File: config.mk
export PLATFORM = sky130hd
export DESIGN_NAME = lsw_clock_ctrl
export DESIGN_NICKNAME = d
export VERILOG_FILES = /design/src/lsw_pkg.sv /design/src/lsw_clock_ctrl.sv
export VERILOG_INCLUDE_DIRS = /design/src
export SDC_FILE = /design/constraint.sdc
export NUM_CORES = 2
export LEC_CHECK = 0
export BUFFER_PORTS_ARGS = -buffer_cell sky130_fd_sc_hd__buf_2
export CAP_MARGIN = 20
export CORE_AREA = 2 2 337 339
export DETAILED_ROUTE_END_ITERATION = 8
export DIE_AREA = 0 0 339 341
export HOLD_SLACK_MARGIN = 0.06
export PLACE_DENSITY = 0.68
export RECOVER_POWER = 25
export SKIP_LAST_GASP = 1
export SYNTH_ARGS = -nofsm -noshare
export SYNTH_HDL_FRONTEND = slang
export SYNTH_SLANG_ARGS = --single-unit
File: constraint.sdc
create_clock -name clk -period 12.9 [get_ports clk]
set_input_delay 0.645 -clock clk [delete_from_list [all_inputs] [get_ports clk]]
set_output_delay 0.645 -clock clk [all_outputs]
set_load 0.02 [all_outputs]
File: src/lsw_defines.svh
`ifndef LSW_DEFINES_SVH
`define LSW_DEFINES_SVH

// register byte offsets
`define LSW_OFF_MODE        8'h00
`define LSW_OFF_ACT_TMPL    8'h04
`define LSW_OFF_ALT_TMPL    8'h08
`define LSW_OFF_SLOW_CFG    8'h0C
`define LSW_OFF_FAST_CFG    8'h10
`define LSW_OFF_USB_CFG     8'h14
`define LSW_OFF_COUNT       8'h18
`define LSW_OFF_DIV_BASE    8'h40

// template bit positions
`define LSW_TB_CPU          0
`define LSW_TB_DIG          1
`define LSW_TB_ANA          9
`define LSW_TB_USB          13
`define LSW_TMPL_W          14

// wake counter configuration fields
`define LSW_SC_WAKE         0
`define LSW_SC_IRQ          1
`define LSW_SC_RESET        2
`define LSW_SC_IVL_LO       4
`define LSW_SC_IVL_HI       7
`define LSW_FC_WAKE         0
`define LSW_FC_IRQ          1
`define LSW_FC_TC_LO        8
`define LSW_FC_TC_HI        12

// divider configuration fields
`define LSW_DV_DIV_HI       15
`define LSW_DV_SRC_LO       16
`define LSW_DV_SRC_HI       18
`define LSW_DV_SKEW_LO      20
`define LSW_DV_SKEW_HI      23
`define LSW_DV_EN           24

// reset values and minimum divide
`define LSW_RST_TMPL        14'h3F_FF
`define LSW_RST_SLOW_CFG    32'h0000_00A0
`define LSW_RST_FAST_CFG    32'h0000_1F00
`define LSW_RST_BUS_DIV     32'h0100_0002
`define LSW_RST_DIV         32'h0000_0002
`define LSW_DIV_MIN         16'h0002

// counts
`define LSW_WATCH_PER_SEC   15'h7F_FF
`define LSW_LP_DIV3_LAST    2'h2

`endif

File: src/lsw_pkg.sv
package lsw_pkg;

  typedef enum logic [1:0] {
    LSW_ACTIVE,
    LSW_ALT_ACTIVE,
    LSW_SLEEP,
    LSW_HIBERNATE
  } lsw_mode_e;

  // clock source slots of every divider multiplexer; divider 0 ties slot 7 low
  typedef enum logic [2:0] {
    LSW_SRC_MAIN_INTERNAL_OSC,
    LSW_SRC_FAST_CRYSTAL_OSC,
    LSW_SRC_ROUTED,
    LSW_SRC_PLL,
    LSW_SRC_DOUBLER,
    LSW_SRC_FAST_LOWPOWER,
    LSW_SRC_WATCH_CRYSTAL_OSC,
    LSW_SRC_CHAIN
  } lsw_src_e;

endpackage : lsw_pkg

File: src/lsw_clock_ctrl.sv
`timescale 1ns/1ps
`include "lsw_defines.svh"

module lsw_clock_ctrl #(
  parameter int NUM_DIG  = 8,
  parameter int NUM_ANA  = 4,
  parameter int SKEW_LEN = 16
) (
  input  wire logic                         clk,
  input  wire logic                         rst_n,
  // oscillator pins: 0 main, 1 crystal, 2 routed, 3 pll, 4 doubler, 5 fast lp, 6 watch, 7 heartbeat
  input  wire logic [7:0]                   oscIn,
  input  wire logic                         cpuHalted,
  input  wire logic                         intWake,
  input  wire logic                         pinWake,
  input  wire logic [7:0]                   addr,
  input  wire logic [31:0]                  wrData,
  input  wire logic                         wrStb,
  input  wire logic                         rdStb,
  output logic [31:0]                       rdData,
  output logic                              heartbeatClock,
  output logic                              fastLowpowerClock,
  output logic                              dividedLowpowerClock,
  output logic                              slowWakeIrq,
  output logic                              fastWakeIrq,
  output logic                              rtcIrq,
  output logic                              sysClk,
  output logic                              busClk,
  output logic                              cpuClk,
  output logic [NUM_DIG-1:0]                digClk,
  output logic [NUM_ANA-1:0]                anaClk,
  output logic                              usbClk,
  output logic [1:0]                        powerMode,
  output logic [`LSW_TMPL_W-1:0]            subsysEnable
);

  localparam int NUM_DIV  = 1 + NUM_DIG + NUM_ANA;
  localparam int ANA_BASE = 1 + NUM_DIG;

  function automatic logic [15:0] effDiv(input logic [15:0] d);
    effDiv = (d < `LSW_DIV_MIN) ? `LSW_DIV_MIN : d;
  endfunction : effDiv

  function automatic logic pick8(input logic [7:0] v, input logic [2:0] sel);
    pick8 = v[sel];
  endfunction : pick8

  // pin synchroniser; a level only changes once stages two and three agree
  logic [7:0] syncA;
  logic [7:0] syncB;
  logic [7:0] syncC;
  logic [7:0] oscLvl;
  logic [7:0] oscPrev;

  always_ff @(posedge clk or negedge rst_n) begin
    if (!rst_n) begin
      syncA   <= 8'h00;
      syncB   <= 8'h00;
      syncC   <= 8'h00;
      oscLvl  <= 8'h00;
      oscPrev <= 8'h00;
    end else begin
      syncA   <= oscIn;
      syncB   <= syncA;
      syncC   <= syncB;
      oscLvl  <= (~(syncB ^ syncC) & syncC) | ((syncB ^ syncC) & oscLvl);
      oscPrev <= oscLvl;
    end
  end

  wire [7:0] oscRise = oscLvl & ~oscPrev;
  wire [7:0] oscEdge = oscLvl ^ oscPrev;

  // registers
  lsw_pkg::lsw_mode_e    mode;
  logic [`LSW_TMPL_W-1:0] actTmpl;
  logic [`LSW_TMPL_W-1:0] altTmpl;
  logic [31:0]            slowCfg;
  logic [31:0]            fastCfg;
  logic [1:0]             usbSel;
  logic [31:0]            divCfg [NUM_DIV];
  logic [12:0]            slowCnt;
  logic [4:0]             fastCnt;
  logic [14:0]            rtcCnt;
  logic [1:0]             div3Cnt;

  wire isHib   = (mode == lsw_pkg::LSW_HIBERNATE);
  wire isSleep = (mode == lsw_pkg::LSW_SLEEP);
  wire isRun   = !isHib && !isSleep;

  wire wrMode    = wrStb && (addr == `LSW_OFF_MODE);
  wire wrAct     = wrStb && (addr == `LSW_OFF_ACT_TMPL);
  wire wrAlt     = wrStb && (addr == `LSW_OFF_ALT_TMPL);
  wire wrSlow    = wrStb && (addr == `LSW_OFF_SLOW_CFG);
  wire wrFast    = wrStb && (addr == `LSW_OFF_FAST_CFG);
  wire wrUsb     = wrStb && (addr == `LSW_OFF_USB_CFG);
  wire divSpace  = (addr[7:6] == 2'(`LSW_OFF_DIV_BASE >> 6)) && (addr[1:0] == 2'h0);
  wire [3:0] divIdx = addr[5:2];
  wire divHit    = divSpace && (32'(divIdx) < NUM_DIV);

  // slow wake counter
  wire heartbeatTick = oscRise[7];
  wire slowRun       = !isHib && !cpuHalted;
  wire slowSwReset   = wrSlow && wrData[`LSW_SC_RESET];
  wire [12:0] next_slowCnt = slowCnt + 13'h0001;
  wire [3:0]  slowIvl  = slowCfg[`LSW_SC_IVL_HI:`LSW_SC_IVL_LO];
  wire [12:0] slowMask = 13'((14'h0001 << slowIvl) - 14'h0001);
  wire slowEvent = slowRun && heartbeatTick && !slowSwReset
                   && ((next_slowCnt & slowMask) == 13'h0000);

  // fast wake counter
  wire fastTick  = oscRise[5];
  wire [4:0] fastTc = fastCfg[`LSW_FC_TC_HI:`LSW_FC_TC_LO];
  wire fastHit   = !isHib && fastTick && (fastCnt == fastTc);

  // once-per-second tick from the watch crystal
  wire rtcEvent  = !isHib && oscRise[6] && (rtcCnt == `LSW_WATCH_PER_SEC);

  // wake decision: sleep takes timed, rtc and interrupt wakes; hibernate only pins
  wire sleepWake = (slowEvent && slowCfg[`LSW_SC_WAKE])
                   || (fastHit && fastCfg[`LSW_FC_WAKE])
                   || rtcEvent || intWake;
  wire wakeNow   = (isSleep && sleepWake) || (isHib && pinWake)
                   || (mode == lsw_pkg::LSW_ALT_ACTIVE && intWake);

  always_ff @(posedge clk or negedge rst_n) begin
    if (!rst_n) begin
      mode <= lsw_pkg::LSW_ACTIVE;
    end else if (wakeNow) begin
      mode <= lsw_pkg::LSW_ACTIVE;
    end else if (wrMode) begin
      mode <= lsw_pkg::lsw_mode_e'(wrData[1:0]);
    end
  end

  // a wake forces the processor bit on, winning over a template write
  always_ff @(posedge clk or negedge rst_n) begin
    if (!rst_n) begin
      actTmpl <= `LSW_RST_TMPL;
      altTmpl <= `LSW_RST_TMPL;
    end else begin
      if (wrAct) begin
        actTmpl <= wrData[`LSW_TMPL_W-1:0];
      end
      if (wakeNow) begin
        actTmpl[`LSW_TB_CPU] <= 1'b1;
      end
      if (wrAlt) begin
        altTmpl <= wrData[`LSW_TMPL_W-1:0];
      end
    end
  end

  // settings are only written by software, so sleep and hibernate keep them
  always_ff @(posedge clk or negedge rst_n) begin
    if (!rst_n) begin
      slowCfg <= `LSW_RST_SLOW_CFG;
      fastCfg <= `LSW_RST_FAST_CFG;
      usbSel  <= 2'h0;
    end else begin
      if (wrSlow) begin
        slowCfg <= wrData & 32'h0000_00F3;
      end
      if (wrFast) begin
        fastCfg <= wrData & 32'h0000_1F03;
      end
      if (wrUsb) begin
        usbSel <= wrData[1:0];
      end
    end
  end

  always_ff @(posedge clk or negedge rst_n) begin
    if (!rst_n) begin
      slowCnt <= 13'h0000;
    end else if (slowSwReset) begin
      slowCnt <= 13'h0000;
    end else if (slowRun && heartbeatTick) begin
      slowCnt <= next_slowCnt;
    end
  end

  always_ff @(posedge clk or negedge rst_n) begin
    if (!rst_n) begin
      fastCnt <= 5'h00;
    end else if (fastHit) begin
      fastCnt <= 5'h00;
    end else if (!isHib && fastTick) begin
      fastCnt <= fastCnt + 5'h01;
    end
  end

  always_ff @(posedge clk or negedge rst_n) begin
    if (!rst_n) begin
      rtcCnt <= 15'h0000;
    end else if (!isHib && oscRise[6]) begin
      rtcCnt <= rtcCnt + 15'h0001;
    end
  end

  // low-speed outputs; divide-by-three counts fast low-power rising edges
  always_ff @(posedge clk or negedge rst_n) begin
    if (!rst_n) begin
      div3Cnt              <= 2'h0;
      dividedLowpowerClock <= 1'b0;
      heartbeatClock       <= 1'b0;
      fastLowpowerClock    <= 1'b0;
    end else begin
      if (fastTick) begin
        div3Cnt              <= (div3Cnt == `LSW_LP_DIV3_LAST) ? 2'h0 : div3Cnt + 2'h1;
        dividedLowpowerClock <= (div3Cnt == `LSW_LP_DIV3_LAST);
      end
      heartbeatClock    <= oscLvl[7] && !isHib;
      fastLowpowerClock <= oscLvl[5] && !isHib;
    end
  end

  always_ff @(posedge clk or negedge rst_n) begin
    if (!rst_n) begin
      slowWakeIrq <= 1'b0;
      fastWakeIrq <= 1'b0;
      rtcIrq      <= 1'b0;
    end else begin
      slowWakeIrq <= slowEvent && slowCfg[`LSW_SC_IRQ];
      fastWakeIrq <= fastHit && fastCfg[`LSW_FC_IRQ];
      rtcIrq      <= rtcEvent;
    end
  end

  // dividers: 0 is the bus divider, then digital, then analog
  logic [NUM_DIV-1:0] divWrap;
  logic [NUM_DIV-1:0] divOut;

  always_ff @(posedge clk or negedge rst_n) begin
    if (!rst_n) begin
      for (int i = 0; i < NUM_DIV; i++) begin
        divCfg[i] <= (i == 0) ? `LSW_RST_BUS_DIV : `LSW_RST_DIV;
      end
    end else if (wrStb && divHit) begin
      divCfg[divIdx] <= wrData & 32'h01F7_FFFF;
    end
  end

  genvar g;
  generate
    for (g = 0; g < NUM_DIV; g++) begin : gDiv
      logic [15:0] cnt;
      logic        out;
      // slot 7 chains in the previous divider, giving up to 32 bits in two stages
      wire         chainIn = (g == 0) ? 1'b0 : divWrap[(g == 0) ? 0 : g - 1];
      wire [7:0]   pickIn  = {chainIn, oscRise[6:0]};
      wire         tick    = pick8(pickIn, divCfg[g][`LSW_DV_SRC_HI:`LSW_DV_SRC_LO]);
      wire [15:0]  dEff    = effDiv(divCfg[g][`LSW_DV_DIV_HI:0]);
      wire         wrapNow = tick && (cnt >= dEff - 16'h0001);
      wire [15:0]  next_cnt = wrapNow ? 16'h0000 : cnt + 16'h0001;

      // output is a flop on clk, so it is resynchronised and glitch free
      always_ff @(posedge clk or negedge rst_n) begin
        if (!rst_n) begin
          cnt <= 16'h0000;
          out <= 1'b0;
        end else if (!isHib && tick) begin
          cnt <= next_cnt;
          out <= (next_cnt < (dEff >> 1));
        end
      end

      assign divWrap[g] = wrapNow && !isHib;
      assign divOut[g]  = out;
    end
  endgenerate

  // analog skew: delay each analog divider output by a programmable tap
  logic [SKEW_LEN-1:0] skewLine [NUM_ANA];
  logic [NUM_ANA-1:0]  anaSkewed;

  always_ff @(posedge clk or negedge rst_n) begin
    if (!rst_n) begin
      for (int a = 0; a < NUM_ANA; a++) begin
        skewLine[a] <= '0;
      end
    end else begin
      for (int a = 0; a < NUM_ANA; a++) begin
        skewLine[a] <= {skewLine[a][SKEW_LEN-2:0], divOut[ANA_BASE + a]};
      end
    end
  end

  always_comb begin
    for (int a = 0; a < NUM_ANA; a++) begin
      anaSkewed[a] = skewLine[a][divCfg[ANA_BASE + a][`LSW_DV_SKEW_HI:`LSW_DV_SKEW_LO]];
    end
  end

  // gating by mode and template
  wire [`LSW_TMPL_W-1:0] tmplSel = (mode == lsw_pkg::LSW_ALT_ACTIVE) ? altTmpl : actTmpl;
  wire [`LSW_TMPL_W-1:0] gate    = isRun ? tmplSel : {`LSW_TMPL_W{1'b0}};
  wire [NUM_DIV-1:0]     divEn;

  generate
    for (g = 0; g < NUM_DIV; g++) begin : gEn
      assign divEn[g] = divCfg[g][`LSW_DV_EN];
    end
  endgenerate

  // usb: routed 48 MHz level, or a pulse on each edge of a 24 MHz source;
  // at this sample rate the doubled form is a pulse train, not a square wave
  wire usbDirect = oscLvl[2];
  wire usbDouble = pick8(oscEdge, (usbSel == 2'h1) ? 3'h0 : (usbSel == 2'h2) ? 3'h2 : 3'h1);
  wire usbNext   = (usbSel == 2'h0) ? usbDirect : usbDouble;
  wire sysSrc    = pick8({1'b0, oscLvl[6:0]}, divCfg[0][`LSW_DV_SRC_HI:`LSW_DV_SRC_LO]);

  always_ff @(posedge clk or negedge rst_n) begin
    if (!rst_n) begin
      sysClk       <= 1'b0;
      busClk       <= 1'b0;
      cpuClk       <= 1'b0;
      digClk       <= '0;
      anaClk       <= '0;
      usbClk       <= 1'b0;
      powerMode    <= 2'h0;
      subsysEnable <= '0;
    end else begin
      sysClk       <= sysSrc && isRun;
      busClk       <= divOut[0] && divEn[0] && isRun;
      cpuClk       <= divOut[0] && divEn[0] && gate[`LSW_TB_CPU];
      digClk       <= divOut[NUM_DIG:1] & divEn[NUM_DIG:1]
                      & gate[`LSW_TB_DIG +: NUM_DIG];
      anaClk       <= anaSkewed & divEn[NUM_DIV-1:ANA_BASE]
                      & gate[`LSW_TB_ANA +: NUM_ANA];
      usbClk       <= usbNext && gate[`LSW_TB_USB];
      powerMode    <= mode;
      subsysEnable <= gate;
    end
  end

  // register read, answered in the cycle after the strobe only
  logic [31:0] rdMux;

  always_comb begin
    rdMux = 32'h0000_0000;
    if (divHit) begin
      rdMux = divCfg[divIdx];
    end else begin
      unique case (addr)
        `LSW_OFF_MODE:     rdMux = {30'h0, mode};
        `LSW_OFF_ACT_TMPL: rdMux = {18'h0, actTmpl};
        `LSW_OFF_ALT_TMPL: rdMux = {18'h0, altTmpl};
        `LSW_OFF_SLOW_CFG: rdMux = slowCfg;
        `LSW_OFF_FAST_CFG: rdMux = fastCfg;
        `LSW_OFF_USB_CFG:  rdMux = {30'h0, usbSel};
        `LSW_OFF_COUNT:    rdMux = {11'h0, fastCnt, 3'h0, slowCnt};
        default:           rdMux = 32'h0000_0000;
      endcase
    end
  end

  always_ff @(posedge clk or negedge rst_n) begin
    if (!rst_n) begin
      rdData <= 32'h0000_0000;
    end else begin
      rdData <= rdStb ? rdMux : 32'h0000_0000;
    end
  end

endmodule : lsw_clock_ctrl

==> results.yml <==
yosys:
  async_reset_ff_share_pct: 100.0
  synthAdderAreaFrac_pct: 10.79
  synth_top_area_share_pct: 36.49
  synth.cell_area_um2: 50130
  synth_cell_types: 87
  postSynthAreaPerCell_um2: 10.02
  yosysMostFrequentCell: "dfrtp_1"
  synth_common_cells: "dfrtp_1 (731), nor2_1 (444), ha_1 (426)"
  synth_top_family_by_area: "simple AND/OR/NAND/NOR gates"
  yosysSeqAreaShare_pct: 39.06
  yosys.area_share.simple_pct: 14.59
  synth_area_leaders: "dfrtp_1 (36%), ha_1 (11%), mux2_2 (7.3%)"
  ys.flop_type: "dfrtp_1"
  yosys_warnings: 0
  synth-seq-cells: 780
  synth-edff-count: 0
  synth-compound-area-share_pct: 11.77
  synth_xor_area_share_pct: 6.709
  syn_inst: 5004
  yosys-mux-area-fraction_pct: 13.35
  yosys.area.top_type: "dfrtp_1"
detailed_routing:
  ant_nets: 0
  via_per_inst: 5.920
  wl_met1_um: 64250
  vias: 39290
  wl_met3_um: 13270
  drtIter0Drc: 4042
  drc: 0
  maxUsedRoutingLayer: "met5"
  wl_met2_um: 65700
  avgRoutedWirePerCell_um: 22.58
  wirelength_um: 149900
  firstDrtPassIters: 6
die:
  ios: 125
  rows: 123
  die_y_um: 341
  design.die.area_um2: 115600
  start_util_pct: 44.80
  die_w_um: 339
  core_um2: 111900
cts:
  clk_pin_slew_ps: 60
  cts.sinks: 780
  holdBufCountCts: 2
  post_cts_buffers: 0
  cts_max_path_buffers: 3
  cts_resized: 0
  h-tree-depth: 3
  cts_inserted_buffers: 90
  cts_tree: "yes"
  clk_latency_ps: 680
  cts-root-buf: "clkbuf_16"
timing:
  setup_ws_ps: 3799
  finClkSkew_ps: 31.42
  rsz0062_at_grt: "no"
  max_freq_ghz: 0.1099
  finalSetupViolCount: 0
  slew_violations: 348
  period_share_pct: 70.55
  hold_viol: 0
  tightestPinTransition_ps: 4599
  slew_headroom_pct: -206.6
  setup_tns_ps: 0
  min_period_ps: 9101
  whs_ps: 94.23
critical_path:
  critical_path.max_stage_delay_ps: 490
  r2r-start: "divCfg[227]$_DFFE_PN0P_"
  crit_slowest_cell: "or4_1"
  rr_worst_depth: 35
  reg2reg_to: "gDiv[12].out$_DFFE_PN0P_"
  cp.arrival_ps: 9690
  worst-path-max-fanout: 19
  path_class: "register to register"
  ff2ff_setup_slack_ps: 3800
  critPathCaptureType: "register"
  start_kind: "register"
  endpoint: "gDiv[12].out$_DFFE_PN0P_"
  setup.worst_path.start: "divCfg[227]$_DFFE_PN0P_"
  critPathRequiredTime_ps: 13490
layout:
  seq_area_um2: 19580
  final_core_util_pct: 49.46
  final_nets: 5537
  num-fill-cells: 10220
  drive_above_1_share_pct: 15.32
  synthToLayoutAreaGrowth_pct: 10.40
  multiInputGateArea_um2: 28760
  fin_cells: 6637
  post-route-cell-area_um2: 55340
grt:
  antenna_found_initial: 20
  grt_overflow_total: 0
  grt_util_all_layers_pct: 25.65
  grt_pass1_vias: 38070
  grt_pass1_wl_um: 229700
  grt_max_degree: 176
outcome:
  failed_checks: "max-capacitance violations, max-slew violations"
  status: "finished, violations left"
hold_path:
  min_path_type: "primary input to register"
power_and_ir_drop:
  power_density_nw_per_um2: 138.3
  leakage_nw: 25.62
  vdd_drop_max_mv: 0.1036
  total_power_mw: 7.656
placement:
  placed_cell_area_um2: 52190
  numPortBuffers: 109
  dp_slack_ps: 4024
  dp.cells: 6462
  hpwl_um: 110000
  place_congestion: 0.9355
job:
  maxCapViolCount: 7
-- final cells by class --
| class | count | share of cell area [%] |
|---|---|---|
| clock buffers | 123 | 4.716 |
| inverters | 262 | 1.777 |
| multi-input cells | 3755 | 51.96 |
| repair buffers | 167 | 1.623 |
| flip-flops and latches | 780 | 35.38 |
| well taps | 1500 | 3.391 |
| clock inverters | 42 | 1.117 |
| diodes | 8 | 0.03617 |
-- worst min-delay path by stage --
stage | slack [ps] | startpoint | depth (start not counted) | to
after global routing | 70 | oscIn[4] | 1 | syncA[4]$_DFF_PN0_
after global placement | 330 | syncA[2]$_DFF_PN0_ | 0 | syncB[2]$_DFF_PN0_
after detailed placement | 330 | syncA[0]$_DFF_PN0_ | 0 | syncB[0]$_DFF_PN0_
after floorplan | 330 | syncA[0]$_DFF_PN0_ | 0 | syncB[0]$_DFF_PN0_
final | 90 | oscIn[2] | 1 | syncA[2]$_DFF_PN0_
after CTS | 60 | oscIn[6] | 1 | syncA[6]$_DFF_PN0_
-- flip-flops by register name (all words and copies together), names as in the netlist, 13 cells and up --
name          flops
slowCnt          13
gDiv.out         13
rdData           25
divCfg          312
altTmpl          14
skewLine         64
rtcCnt           15
subsysEnable     14
gDiv.cnt        208
actTmpl          14
-- worst max-delay path, delay by kind of cell, from the launching register on --
kind / cells / cell delay (ps)
compound gates: 15 / 3610
simple gates: 11 / 3220
fa+ha+maj: 3 / 870
buf+inv: 5 / 760
flops: 1 / 430
xor+xnor: 1 / 100
-- cell families after synthesis --
kind of cell,Yosys count
AO/OA/AOI/OAI,905
XOR/XNOR,384
adder cells (fa/ha/maj),434
buffers and inverters,475
flip-flops,780
multiplexers,483
other,1
AND/OR/NAND/NOR,1542
-- power by group --
part	switching, mW	internal, mW	total, mW	leakage, nW
registers	0.335	2.72	3.05	9.71
logic	0.992	0.811	1.80	14.3
clock network	1.10	1.70	2.80	1.59
-- placed cells by master, fill, tap and decap left out, types with 51 or more instances in the layout --
| cell type | instances |
|---|---|
| nand2b_1 | 71 |
| o21ai_0 | 311 |
| nor2b_1 | 85 |
| a21oi_1 | 137 |
| nand2_1 | 387 |
| and3_1 | 82 |
| buf_4 | 51 |
| ha_1 | 426 |
| dfrtp_1 | 731 |
| inv_1 | 262 |
| xor2_1 | 101 |
| o31ai_1 | 66 |
| clkbuf_1 | 85 |
| xnor2_1 | 283 |
| nor2_1 | 435 |
| mux4_2 | 116 |
| mux2_2 | 325 |
| a21o_1 | 74 |
| nand4_1 | 51 |
| clkbuf_16 | 93 |
| nor3_1 | 84 |
| nand3_1 | 191 |
-- layer usage --
| layer | track usage, % | vias up |
|---|---|---|
| met1 | 35.29 | 19330 |
| met3 | 5.225 | 334 |
| met4 | 10.82 | 6 |
| met2 | 39.41 | 1575 |
| li1 | - | 18050 |
| met5 | 0 | - |
Power figures use the tool's default switching activity.
